`src/hdl/midt_defs.svh`:
```
// Timing shapes, opcodes and counts for the instruction decode and timing block.
`ifndef MIDT_DEFS_SVH
`define MIDT_DEFS_SVH

// Shapes are {byte length[5:4], cycle count[3:0]}.
`define MIDT_T11 6'h11
`define MIDT_T12 6'h12
`define MIDT_T13 6'h13
`define MIDT_T14 6'h14
`define MIDT_T15 6'h15
`define MIDT_T22 6'h22
`define MIDT_T23 6'h23
`define MIDT_T24 6'h24
`define MIDT_T25 6'h25
`define MIDT_T26 6'h26
`define MIDT_T33 6'h33
`define MIDT_T34 6'h34
`define MIDT_T36 6'h36

// Field positions inside a shape.
`define MIDT_LEN_MSB 5
`define MIDT_LEN_LSB 4
`define MIDT_CYC_MSB 3

// External data moves: base cycle count before stretch is added.
`define MIDT_XRD_BASE 4'h3
`define MIDT_XWR_BASE 4'h4

// Opcodes watched outside the decode table.
`define MIDT_OP_TRAP 8'ha5
`define MIDT_OP_PTR_INC 8'ha3
`define MIDT_OP_DIR_IMM_OR 8'h43
`define MIDT_OP_XRD_PTR 8'he0
`define MIDT_OP_REG_FROM_DIR 8'ha8
`define MIDT_OP_SWAP 8'hc4

// Program counter reset value and cycle counter load value.
`define MIDT_PC_RESET 16'h0000
`define MIDT_CYC_ONE 4'h1

`endif

```
`src/hdl/midt_pkg.sv`:
```
// Types shared by the instruction decode and timing block.
`default_nettype none

package midt_pkg;

  // Sequencer states.
  typedef enum logic [1:0] {
    MIDT_ST_IDLE = 2'b00,
    MIDT_ST_OPCODE = 2'b01,
    MIDT_ST_EXEC = 2'b10
  } midt_state_e;

  // Everything the decoder knows about one opcode.
  typedef struct packed {
    logic [1:0] len;
    logic [3:0] cyc;
    logic wreg;
    logic [2:0] reg_num;
    logic [2:0] page;
    logic page_jump;
    logic trap;
    logic xrd;
    logic xwr;
  } midt_dec_s;

endpackage

`default_nettype wire

```
`src/hdl/midt_core.sv`:
```
// Instruction decode and cycle sequencer for the 8-bit controller core.
`default_nettype none
`include "midt_defs.svh"

module midt_core (
  // Clock and reset.
  input wire logic clk_sys_i,
  input wire logic rst_i,
  // Program memory fetch port; data answers the address in the same cycle.
  output logic [15:0] code_addr_o,
  output logic code_rd_o,
  input wire logic [7:0] code_data_i,
  // Stretch setting for external data moves.
  input wire logic [2:0] stretch_i,
  // Decoded instruction handed to the execute side.
  output logic [7:0] opcode_o,
  output midt_pkg::midt_dec_s instr_o,
  output logic [15:0] operand_o,
  output logic [3:0] cycle_o,
  output logic instr_start_o,
  output logic instr_last_o,
  // Pulse to the on-chip debug logic.
  output logic debug_trap_o
);

  // ****************************************************************
  // Opcode decode table
  // ****************************************************************

  // Maps one opcode to its length, cycle count and operand fields.
  function automatic midt_pkg::midt_dec_s dec_op(input logic [7:0] op,
                                                 input logic [2:0] str);
    midt_pkg::midt_dec_s d;
    logic [5:0] t;
    d = '0;
    t = `MIDT_T11;
    casez (op)
      8'h00: t = `MIDT_T11;
      8'b???0_0001: t = `MIDT_T23;
      8'b???1_0001: t = `MIDT_T26;
      8'h02: t = `MIDT_T34;
      8'h12: t = `MIDT_T36;
      8'b00??_0011: t = `MIDT_T11;
      8'b000?_0100: t = `MIDT_T11;
      8'b000?_0101: t = `MIDT_T23;
      8'b000?_011?: t = `MIDT_T13;
      8'b0000_1???: t = `MIDT_T12;
      8'b0001_1???: t = `MIDT_T11;
      8'b00??_0000: t = `MIDT_T34;
      8'b001?_0010: t = `MIDT_T14;
      8'b01??_0000: t = `MIDT_T23;
      8'h72: t = `MIDT_T22;
      8'h73: t = `MIDT_T12;
      8'b01??_0010: t = `MIDT_T23;
      8'b01??_0011: t = `MIDT_T34;
      8'h75: t = `MIDT_T33;
      8'b0111_011?: t = `MIDT_T23;
      8'b0111_1???: t = `MIDT_T22;
      8'h80: t = `MIDT_T23;
      8'h82: t = `MIDT_T22;
      8'b100?_0011: t = `MIDT_T13;
      8'h84: t = `MIDT_T15;
      8'h85: t = `MIDT_T34;
      8'b1000_011?: t = `MIDT_T24;
      8'b1000_1???: t = `MIDT_T23;
      8'h90: t = `MIDT_T33;
      8'h92: t = `MIDT_T23;
      8'b101?_0000: t = `MIDT_T22;
      8'ha2: t = `MIDT_T22;
      8'ha3: t = `MIDT_T13;
      8'ha4: t = `MIDT_T15;
      `MIDT_OP_TRAP:
      begin
        t = `MIDT_T11;
        d.trap = 1'b1;
      end
      8'b1010_011?: t = `MIDT_T25;
      8'b1010_1???: t = `MIDT_T24;
      8'hb2: t = `MIDT_T23;
      8'b1011_01??: t = `MIDT_T34;
      8'b1011_1???: t = `MIDT_T34;
      8'hc0: t = `MIDT_T24;
      8'hd0: t = `MIDT_T23;
      8'b110?_0010: t = `MIDT_T23;
      8'b1?0?_0011: t = `MIDT_T11;
      8'b110?_0100: t = `MIDT_T11;
      8'hc5: t = `MIDT_T23;
      8'b1100_011?: t = `MIDT_T13;
      8'b1100_1???: t = `MIDT_T12;
      8'hd5: t = `MIDT_T34;
      8'b1101_011?: t = `MIDT_T13;
      8'b1101_1???: t = `MIDT_T23;
      8'b1110_00?0, 8'he3:
      begin
        t = `MIDT_T11;
        d.xrd = 1'b1;
      end
      8'b1111_00?0, 8'hf3:
      begin
        t = `MIDT_T11;
        d.xwr = 1'b1;
      end
      8'b111?_0100: t = `MIDT_T11;
      8'hf5: t = `MIDT_T23;
      8'b1111_011?: t = `MIDT_T13;
      8'b1111_1???: t = `MIDT_T12;
      // Accumulator-operand rows: immediate, direct, indirect, register.
      8'b????_010?: t = `MIDT_T22;
      8'b????_011?: t = `MIDT_T12;
      8'b????_1???: t = `MIDT_T11;
      default: t = `MIDT_T11;
    endcase
    d.len = t[`MIDT_LEN_MSB:`MIDT_LEN_LSB];
    d.cyc = t[`MIDT_CYC_MSB:0];
    // Stretch lengthens only the external data moves.
    if (d.xrd)
      d.cyc = `MIDT_XRD_BASE + {1'b0, str};
    if (d.xwr)
      d.cyc = `MIDT_XWR_BASE + {1'b0, str};
    // Low opcode bits name the register; indirect forms use bit 0 only.
    d.wreg = op[3];
    d.reg_num = op[3] ? op[2:0] : {2'b00, op[0]};
    d.page_jump = (op[3:0] == 4'h1);
    d.page = op[7:5];
    return d;
  endfunction

  // ****************************************************************
  // Sequencer state
  // ****************************************************************

  midt_pkg::midt_state_e st_r;
  midt_pkg::midt_state_e st_nxt;
  logic [15:0] pc_r;
  logic [15:0] pc_nxt;
  logic [3:0] cnt_r;
  logic [3:0] cnt_nxt;
  logic [1:0] fet_r;
  logic [1:0] fet_nxt;
  midt_pkg::midt_dec_s dec_r;
  logic [7:0] opc_r;
  logic [15:0] opnd_r;
  logic start_r;
  logic trap_r;

  // Decode and cycle-position terms.
  midt_pkg::midt_dec_s dec_w;
  wire logic in_op_w;
  wire logic in_exec_w;
  wire logic last_w;
  wire logic fetch_w;
  wire logic op_single_w;

  assign dec_w = dec_op(code_data_i, stretch_i);
  assign in_op_w = (st_r == midt_pkg::MIDT_ST_OPCODE);
  assign in_exec_w = (st_r == midt_pkg::MIDT_ST_EXEC);
  assign op_single_w = (dec_w.cyc == `MIDT_CYC_ONE);
  // The opcode fetch cycle counts as cycle zero; the counter is loaded with one for the cycle after it.
  assign last_w = (in_op_w && op_single_w) ||
                  (in_exec_w && (cnt_r == dec_r.cyc - `MIDT_CYC_ONE));
  // Operand bytes are fetched right behind the opcode; the fetch of the
  // next opcode follows the last cycle so the execute side works on the
  // held instruction while memory serves the next one.
  assign fetch_w = in_op_w || (in_exec_w && (fet_r < dec_r.len));

  // Next-state logic for the sequencer.
  always_comb
  begin
    st_nxt = st_r;
    pc_nxt = fetch_w ? pc_r + 16'h0001 : pc_r;
    cnt_nxt = cnt_r;
    fet_nxt = fet_r;
    case (st_r)
      midt_pkg::MIDT_ST_IDLE:
      begin
        st_nxt = midt_pkg::MIDT_ST_OPCODE;
      end
      midt_pkg::MIDT_ST_OPCODE:
      begin
        cnt_nxt = `MIDT_CYC_ONE;
        fet_nxt = 2'd1;
        st_nxt = op_single_w ? midt_pkg::MIDT_ST_OPCODE : midt_pkg::MIDT_ST_EXEC;
      end
      midt_pkg::MIDT_ST_EXEC:
      begin
        cnt_nxt = cnt_r + 4'h1;
        if (fetch_w)
          fet_nxt = fet_r + 2'd1;
        if (last_w)
          st_nxt = midt_pkg::MIDT_ST_OPCODE;
      end
      default:
      begin
        st_nxt = midt_pkg::MIDT_ST_IDLE;
      end
    endcase
  end

  // State, program counter and counters.
  always_ff @(posedge clk_sys_i)
  begin
    if (rst_i)
    begin
      st_r <= midt_pkg::MIDT_ST_IDLE;
      pc_r <= `MIDT_PC_RESET;
      cnt_r <= 4'h0;
      fet_r <= 2'd0;
    end
    else
    begin
      st_r <= st_nxt;
      pc_r <= pc_nxt;
      cnt_r <= cnt_nxt;
      fet_r <= fet_nxt;
    end
  end

  // ****************************************************************
  // Instruction capture
  // ****************************************************************

  // Opcode and its decode are held for the whole instruction.
  always_ff @(posedge clk_sys_i)
  begin
    if (rst_i)
    begin
      opc_r <= 8'h00;
      dec_r <= '0;
      start_r <= 1'b0;
      trap_r <= 1'b0;
    end
    else
    begin
      start_r <= in_op_w;
      trap_r <= in_op_w && dec_w.trap;
      if (in_op_w)
      begin
        opc_r <= code_data_i;
        dec_r <= dec_w;
      end
    end
  end

  // Second byte lands low and third byte high, so a sixteen-bit constant
  // reads back least significant byte first as it sits in code memory.
  always_ff @(posedge clk_sys_i)
  begin
    if (rst_i)
      opnd_r <= 16'h0000;
    else if (in_op_w)
      opnd_r <= 16'h0000;
    else if (in_exec_w && fetch_w && fet_r == 2'd1)
      opnd_r[7:0] <= code_data_i;
    else if (in_exec_w && fetch_w && fet_r == 2'd2)
      opnd_r[15:8] <= code_data_i;
  end

  // Outputs.
  assign code_addr_o = pc_r;
  assign code_rd_o = fetch_w;
  assign opcode_o = opc_r;
  assign instr_o = dec_r;
  assign operand_o = opnd_r;
  assign cycle_o = cnt_r;
  assign instr_start_o = start_r;
  assign instr_last_o = last_w;
  assign debug_trap_o = trap_r;

  // ****************************************************************
  // Checks
  // ****************************************************************

  // Opcode taken in the current cycle.
  wire logic [7:0] op_now_w;
  assign op_now_w = in_op_w ? code_data_i : 8'h00;
  // Clocks since the last opcode cycle, kept apart from cnt_r so the check does not lean on it.
  logic [3:0] span_r;
  always_ff @(posedge clk_sys_i)
  begin
    if (rst_i)
      span_r <= 4'h0;
    else if (in_op_w)
      span_r <= 4'h1;
    else if (span_r != 4'h0)
      span_r <= span_r + 4'h1;
  end
endmodule

`default_nettype wire

```
`config.mk`:
```
export PLATFORM = sky130hd
export DESIGN_NAME = midt_core
export DESIGN_NICKNAME = d
export VERILOG_FILES = /design/src/hdl/midt_pkg.sv /design/src/hdl/midt_core.sv
export VERILOG_INCLUDE_DIRS = /design/src /design/src/hdl
export SDC_FILE = /design/constraint.sdc
export NUM_CORES = 1
export LEC_CHECK = 0
export ABC_AREA = 1
export BUFFER_PORTS_ARGS = -buffer_cell sky130_fd_sc_hd__buf_2
export CAP_MARGIN = 40
export CELL_PAD_IN_SITES_DETAIL_PLACEMENT = 1
export CELL_PAD_IN_SITES_GLOBAL_PLACEMENT = 2
export CORE_MARGIN = 8
export CORE_UTILIZATION = 32
export DETAILED_ROUTE_END_ITERATION = 8
export GPL_ROUTABILITY_DRIVEN = 0
export HOLD_SLACK_MARGIN = 0.12
export MAX_ROUTING_LAYER = met4
export PLACE_DENSITY_LB_ADDON = 0.1
export SETUP_SLACK_MARGIN = 0.1
export SLEW_MARGIN = 20
export SYNTH_ARGS = -nofsm -noshare
export SYNTH_HDL_FRONTEND = slang
export SYNTH_SLANG_ARGS = --single-unit
```
`constraint.sdc`:
```
create_clock -name clk_sys_i -period 5.9 [get_ports clk_sys_i]
set_clock_uncertainty 0.15 [all_clocks]
set_input_delay 0.59 -clock clk_sys_i [delete_from_list [all_inputs] [get_ports clk_sys_i]]
set_output_delay 0.59 -clock clk_sys_i [all_outputs]
set_load 0.05 [all_outputs]
```
==> flow_summary.ini, run 1 <==
[global_route]
grt_pass1_wl_um = 19000
grt_max_degree = 33
overflow = 0
antenna_found_initial = 0
grt_usage_pct = 16.7
first_global_vias = 3614

[worst_setup_path]
path_cells = buf_2 -> inv_6 -> nand2_1 -> nor2_1 -> nand2_1 -> nand3_1 -> nor2_1 -> nand2_1 -> nor2_1 -> nand3_1 -> nand2_1 -> nand2_1 -> nand2_2 -> a21oi_4 -> nand4_2 -> nand2_1 -> buf_2
cpMostUsedCell = nand2_1
path_class = input port to primary output
crit_fanout = 9
r2r_cells = 10
cp_slowest_cell = nor2_1
end_kind = primary output
slowest_delay_ns = 0.27
crit_arrival_ns = 2.74
crit_buf_inv = 3
critPathTopFamily = simple AND/OR/NAND/NOR gates
critPathLaunchType = input port
cp.depth = 17
cp.required_ns = 5.16

[finish]
fillers = 1434
area_delta_synth_final_pct = 19.3
utilization_pct = 39.0
layout_common_cells = nand2_1, buf_2, nor2_1, dfxtp_1, inv_1
fin_nets = 617
final_common_cell = nand2_1
antenna_cells = 0
drive_above_1_share_pct = 22.6

[timing]
fmax_ghz = 0.288
min_period_ns = 3.48
setup_ws_ns = 2.42
drv_slew = 0
fin_crit_sh_pct = 58.9
finalHoldViolations = 0
finalSetupViolations = 0
rsz0062_at_grt = false
worst_slew_pin_slew_ns = 0.664
slew_headroom_pct = 55.5
fin_tns_setup_ns = 0

[synth]
synthArstFlopShare_pct = 0
ys_ff_latch = 62
yosysSeqAreaShare_pct = 35.2
yosys_warnings = 0
syn_area_um2 = 3530
synth_fp_nets = 545
synthDistinctLibCells = 45
synthCells = 521
synth-edff-count = 0
ys.flop_type = dfxtp_1
avgSynthCellArea_um2 = 6.77

[pwr]
swShare_pct = 44.9
p_per_area_nw_per_um2 = 354
p_seq_share_pct = 34.9
intPower_mw = 0.819
ir_worst_vdd_mv = 0.194
comb_power_share_pct = 39.0
clock_power_share_pct = 26.1
p_sw_mw = 0.669
power.leakage_nw = 1.96

[hold_path]
holdPathStages = 2
worstHoldPathType = flip-flop to flip-flop

[clocking]
cts_num_sinks = 62
root_buffer = clkbuf_8
path_clk_slew_ns = 0.07
ctsHoldBuffers = 0
worstSkewPairLatency_ns = 0.34
cts_buffers = 9
post_cts_resized = 0
post-cts-setup-buffer-count = 0
htree_levels = 3
clock_path_buffers = 2
cts_tree = built

[drt]
drt_iter0_markers = 185
totalWireLength_um = 11900
ant_nets = 0
vias = 3666
via_per_inst = 4.97
drc_errors = 0
wl_per_cell_um = 16.1
first_pass_iters = 4

[die]
die_w_um = 121
die_h_um = 121
initial_core_util_pct = 32.7
row_count = 38
ios = 78
core_region_area_um2 = 10800
dieArea_um2 = 14600

[status]
status = completed

[job]
cap_violations = 0

[placement]
port_buffers = 77
dp_worst_setup_slack_ns = 2.43
dp_hpwl_um = 9210
## Yosys cell counts, drive strengths merged, types with 8 or more instances
cell      n  share of area (%)
nor2     77                9.6
o21ai    51                7.3
inv      71                7.7
a21oi    40                6.0
buf       9                1.9
nand4     8                1.6
clkbuf    8               0.85
nand2   105                 12
nor3     11                1.9
nand3    32                4.8
dfxtp    62                 35
ha       11                3.9
## tightest hold or removal path: stages, from the launching register on
cell and delay [ns]:
dfxtp_1 0.31, inv_1 0.05, a21oi_1 0.05
## layout make-up
class / instances / area, µm² / share of cell area [%]
flip-flops and latches: 62 / 1240 / 29.5
inverters: 72 / 275 / 6.55
repair buffers: 78 / 393 / 9.34
clock buffers: 14 / 193 / 4.58
well taps: 140 / 175 / 4.17
multi-input cells: 370 / 1920 / 45.6
clock inverters: 2 / 12.5 / 0.298
## through the flow
stage          instance area [µm²]  hold slack (ns)  cells  total power, mW
2_1_floorplan                 3530            0.306    521            0.967
3_3_place_gp                  4000            0.280    722             1.10
3_5_place_dp                  4000            0.291    722             1.11
4_1_cts                       4210            0.303    738             1.51
5_1_grt                       4210            0.319    738             1.58
6_report                      4210            0.299    738             1.49
## sequential cells by signal (all words and copies together), names as in the netlist
signal,flops
code_addr_o,16
instr_o,16
operand_o,16
cycle_o,4
opcode_o,4
fet_r,2
st_r,2
debug_trap_o,1
instr_start_o,1
## worst paths after layout
| path | startpoint | endpoint | slack [ns] |
|---|---|---|---|
| max | code_data_i[3] | instr_last_o | 2.42 |
| min | operand_o[9] | operand_o[9] | 0.30 |
| max reg2reg | st_r[0] | operand_o[10] | 2.92 |
| min reg2reg | operand_o[9] | operand_o[9] | 0.30 |
## kinds of logic (layout without fill, tap and decap cells)
logic type      Yosys count  after routing  synth area share (%)
fa+ha+maj                11             11                  3.90
simple gates            245            245                  31.9
compound gates          109            109                  17.2
buf+inv                  89            166                  10.5
flops                    62             62                  35.2
xor+xnor                  5              5                  1.24
## power groups by stage
stage | clock (mW) | sequential, mW | combinational (mW)
2_1_floorplan | 0 | 0.667 | 0.300
3_3_place_gp | 0 | 0.526 | 0.578
3_5_place_dp | 0 | 0.529 | 0.581
4_1_cts | 0.401 | 0.519 | 0.586
5_1_grt | 0.419 | 0.528 | 0.636
6_report | 0.388 | 0.520 | 0.580
## routing by layer
layer | global-route usage (%) | vias to the layer above | share of wire, %
li1 | - | 1847 | -
met1 | 21.6 | 1724 | 50
met2 | 24.9 | 82 | 43
met3 | 3.96 | 13 | 5.7
met4 | 5.85 | 0 | 1.5
met5 | - | - | 0
Power figures use the tool's default switching activity.
==> inputs of run 2 (changes only) <==
--- a/config.mk
+++ b/config.mk
@@ -12,7 +12,7 @@
 export CELL_PAD_IN_SITES_DETAIL_PLACEMENT = 1
 export CELL_PAD_IN_SITES_GLOBAL_PLACEMENT = 2
 export CORE_MARGIN = 8
-export CORE_UTILIZATION = 32
+export CORE_UTILIZATION = 29
 export DETAILED_ROUTE_END_ITERATION = 8
 export GPL_ROUTABILITY_DRIVEN = 0
 export HOLD_SLACK_MARGIN = 0.12
==> constraint.sdc (replaced) <==
create_clock -name clk_sys_i -period 3.38 [get_ports clk_sys_i]
set_clock_uncertainty 0.15 [all_clocks]
set_input_delay 0.338 -clock clk_sys_i [delete_from_list [all_inputs] [get_ports clk_sys_i]]
set_output_delay 0.338 -clock clk_sys_i [all_outputs]
set_load 0.05 [all_outputs]
==> run 2 against run 1 <==
  * Cell count is 1.4% higher
  * Final area is 3.0% higher
  * Die area is 8.9% higher
==> flow_summary.ini, run 2 (same netlist as run 1, synthesis figures left out) <==
[status]
status = completed

[die]
die_h_um = 126
ios = 78
dieArea_um2 = 15900
row_count = 40
core_region_area_um2 = 12000
initial_core_util_pct = 29.5
die_w_um = 126

[global_route]
grt_pass1_wl_um = 19900
antenna_found_initial = 0
first_global_vias = 3775
grt_max_degree = 33
overflow = 0
grt_usage_pct = 16.1

[timing]
slew_headroom_pct = 60.3
min_period_ns = 3.01
fin_tns_setup_ns = 0
finalHoldViolations = 0
fin_crit_sh_pct = 89.0
drv_slew = 0
fmax_ghz = 0.333
worst_slew_pin_slew_ns = 0.589
finalSetupViolations = 0
rsz0062_at_grt = false

[finish]
antenna_cells = 0
fin_nets = 620
drive_above_1_share_pct = 23.0
instances_no_fill = 748
final_common_cell = nand2_1
layout_common_cells = nand2_1, buf_2, nor2_1, dfxtp_1, inv_1
area_delta_synth_final_pct = 22.8

[placement]
place_inst = 732
port_buffers = 77
dp_hpwl_um = 9410

[worst_setup_path]
crit_fanout = 9
cp.required_ns = 2.89
crit_buf_inv = 6
critPathLaunchType = input port
timing.rr.end = operand_o[13]
path_cells = buf_2 -> inv_6 -> nand2_4 -> nor2_4 -> inv_2 -> o21ai_2 -> inv_2 -> nand3_1 -> inv_1 -> nand2_1 -> nand2_1 -> nand2_1 -> nand4_1 -> nor2_1 -> nand4_2 -> nand2_1 -> buf_2
crit_arrival_ns = 2.52
cp_slowest_cell = buf_2
end_kind = primary output
r2r_cells = 10
critPathTopFamily = simple AND/OR/NAND/NOR gates
r2r_start = st_r[0]
slowest_delay_ns = 0.26
cpMostUsedCell = nand2_1
r2r_slack_ns = 0.80
cp.depth = 17
path_class = input port to primary output

[hold_path]
holdPathEnd = fet_r[1]
worstHoldPathType = input port to flip-flop
holdPathStages = 2
min_from = rst_i

[pwr]
comb_power_share_pct = 36.0
swShare_pct = 42.4
intPower_mw = 1.65
power_mw = 2.86
p_per_area_nw_per_um2 = 661
power.leakage_nw = 2.01
ir_worst_vdd_mv = 0.254
p_seq_share_pct = 31.6
clock_power_share_pct = 32.4
p_sw_mw = 1.21

[drt]
wl_per_cell_um = 15.9
first_pass_iters = 5
totalWireLength_um = 11900
via_per_inst = 4.86
ant_nets = 0
drt_iter0_markers = 197
drc_errors = 0
vias = 3637

[clocking]
post-cts-setup-buffer-count = 0
clock_path_buffers = 2
path_clk_slew_ns = 0.06
post_cts_resized = 0
root_buffer = clkbuf_16
htree_levels = 3
worstSkewPairLatency_ns = 0.34
cts_num_sinks = 62
cts_buffers = 9
ctsHoldBuffers = 0
cts_tree = built

[job]
cap_violations = 0
## run 2: how the worst max path moves through the flow
stage / from / end / slack, ns
2_1_floorplan: instr_o[16] / operand_o[14] / 0.65
3_3_place_gp: code_data_i[1] / instr_last_o / 0.34
3_5_place_dp: code_data_i[3] / instr_last_o / 0.35
4_1_cts: code_data_i[3] / instr_last_o / 0.35
5_1_grt: code_data_i[1] / instr_last_o / 0.14
6_report: code_data_i[3] / instr_last_o / 0.37
## run 2: final cells by class
| type | count | area (µm²) |
|---|---|---|
| flip-flops and latches | 62 | 1240 |
| inverters | 72 | 275 |
| fillers | 1565 | 7630 |
| clock buffers | 9 | 225 |
| well taps | 147 | 184 |
| repair buffers | 81 | 415 |
| multi-input cells | 370 | 1920 |
| clock inverters | 7 | 73.8 |
## run 2: stage by stage
stage	cell area (µm²)	setup slack, ns	hold slack, ns	util (%)
finish	4330	0.373	0.158	36.2
global route	4330	0.136	0.184	36.2
CTS	4330	0.348	0.155	36.2
detailed placement	4030	0.345	0.287	33.7
global placement	4030	0.339	0.280	33.7
floorplan	3530	0.652	0.306	-
## run 2: power by group through the flow
stage,registers [mW],clock network (mW),logic [mW]
3_5_place_dp,0.923,0,1.04
3_3_place_gp,0.917,0,1.03
5_1_grt,0.921,0.997,1.13
4_1_cts,0.908,0.962,1.05
2_1_floorplan,1.16,0,0.525
6_report,0.906,0.928,1.03
## run 2: per-layer routing
layer	track usage, %	share of wire, %	up-vias
li1	-	-	1856
met1	20.2	49	1699
met2	24.2	44	70
met3	4.39	5.1	12
met4	5.73	1.5	0
met5	-	0	-
==> inputs of run 3 (changes only) <==
--- a/config.mk
+++ b/config.mk
@@ -11,7 +11,7 @@
 export CAP_MARGIN = 40
 export CELL_PAD_IN_SITES_DETAIL_PLACEMENT = 1
 export CELL_PAD_IN_SITES_GLOBAL_PLACEMENT = 2
-export CORE_MARGIN = 8
+export CORE_MARGIN = 10
 export CORE_UTILIZATION = 29
 export DETAILED_ROUTE_END_ITERATION = 8
 export GPL_ROUTABILITY_DRIVEN = 0
==> run 3 against run 2 <==
  * Clock power grew 0.6%
  * Sequential share of layout area shrank 0.15 points
  * Via count shrank 0.74%
  * Wire length grew 0.55%
  * Critical path depth is the same
  * Core utilization grew 0.19 points
  * Global-route usage shrank 1.4 points
  * Register-to-register slack gained 0.17 ns
  * Sequential cell count is the same
  * Critical path type unchanged
  * Largest power group unchanged
==> flow_summary.ini, run 3 (same netlist as run 1, synthesis figures left out) <==
[status]
status = completed

[global_route]
grt_usage_pct = 14.7
first_global_vias = 3654
overflow = 0
grt_pass1_wl_um = 19000
grt_max_degree = 33
antenna_found_initial = 0

[clocking]
cts_buffers = 9
cts_tree = built
htree_levels = 3
worstSkewPairLatency_ns = 0.33
cts_num_sinks = 62
ctsHoldBuffers = 0
path_clk_slew_ns = 0.05
post-cts-setup-buffer-count = 0
root_buffer = clkbuf_16
post_cts_resized = 0
clock_path_buffers = 2

[worst_setup_path]
path_class = input port to primary output
cpMostUsedCell = nand2_1
critPathLaunchType = input port
crit_arrival_ns = 2.53
slowest_delay_ns = 0.26
path_cells = buf_2 -> inv_6 -> nand2_4 -> nor2_4 -> inv_2 -> o21ai_2 -> inv_2 -> nand3_1 -> inv_1 -> nand2_1 -> nand2_1 -> nand2_1 -> nand4_1 -> nor2_1 -> nand4_2 -> nand2_1 -> buf_2
end_kind = primary output
crit_fanout = 9
cp_slowest_cell = buf_2
cp.required_ns = 2.89

[placement]
place_area_um2 = 4050
port_buffers = 77
dp_hpwl_um = 9500

[timing]
worst_slew_pin_slew_ns = 0.598
fin_tns_setup_ns = 0
fmax_ghz = 0.331
finalHoldViolations = 0
slew_headroom_pct = 59.6
drv_slew = 0
fin_crit_sh_pct = 89.4
rsz0062_at_grt = false
finalSetupViolations = 0
min_period_ns = 3.02

[die]
die_w_um = 130
initial_core_util_pct = 29.5
die_h_um = 130
dieArea_um2 = 17000
core_region_area_um2 = 12000
row_count = 40
ios = 78

[finish]
fin_nets = 622
antenna_cells = 0
final_cell_area_um2 = 4350
area_delta_synth_final_pct = 23.5
layout_common_cells = nand2_1, buf_2, nor2_1, dfxtp_1, inv_1
drive_above_1_share_pct = 23.2
final_common_cell = nand2_1

[pwr]
ir_worst_vdd_mv = 0.269
power.leakage_nw = 2.03
p_per_area_nw_per_um2 = 659

[drt]
dr_wl_met3_um = 596
drt_iter0_markers = 194
drc_errors = 0
ant_nets = 0
met1_length_um = 6040
wl_per_cell_um = 16.0
first_pass_iters = 4
totalWireLength_um = 12000
vias = 3610
met2_length_um = 5200
via_per_inst = 4.81
highest_layer = met4

[hold_path]
worstHoldPathType = input port to flip-flop

[job]
cap_violations = 0
-- run 3: changes by cell type in the layout (fill, tap and decap cells not counted) --
cell	change
inv_6	-1
clkinv_4	-2
buf_4	+2
clkinv_2	-1
clkbuf_8	+5
bufinv_16	-1
-- run 3: through the flow --
step / cells / total power, mW / hold WS (ns) / utilization (%) / setup slack [ns]
CTS: 750 / 2.92 / 0.153 / 36.4 / 0.361
detailed placement: 734 / 1.97 / 0.287 / 33.8 / 0.371
floorplan: 521 / 1.69 / 0.306 / - / 0.652
global placement: 734 / 1.95 / 0.279 / 33.8 / 0.368
global route: 750 / 3.06 / 0.181 / 36.4 / 0.131
finish: 750 / 2.87 / 0.162 / 36.4 / 0.358
-- run 3: worst paths after layout --
kind,from,to,slack (ns),cells after the start
worst max-delay path,code_data_i[3],instr_last_o,0.36,17
worst min-delay path,rst_i,fet_r[1],0.16,2
worst max register to register,instr_o[16],code_addr_o[15],0.97,12
worst min register to register,code_addr_o[15],code_addr_o[15],0.30,1
-- run 3: power breakdown --
part | internal (mW) | total, mW | switching (mW)
Clock | 0.595 | 0.934 | 0.339
Combinational | 0.258 | 1.03 | 0.774
Sequential | 0.823 | 0.904 | 0.0807
Total | 1.68 | 2.87 | 1.19
-- run 3: area by class of cell --
type	instances	area, µm²
Inverter	72	275
Fill cell	1546	7610
Tap cell	147	184
Multi-Input combinational cell	370	1920
Sequential cell	62	1240
Clock buffer	14	294
Timing Repair Buffer	83	430
Clock inverter	2	12.5
-- run 3: metal layers --
metal,global-route usage [%],vias up
li1,-,1852
met1,19.2,1681
met2,21.9,66
met3,3.29,11
met4,4.76,0
met5,-,-
-- run 3: worst max-delay path: cells and delay by family --
kind	cells	cell delay, ns
buf+inv	6	0.79
compound gates	1	0.19
simple gates	10	1.20
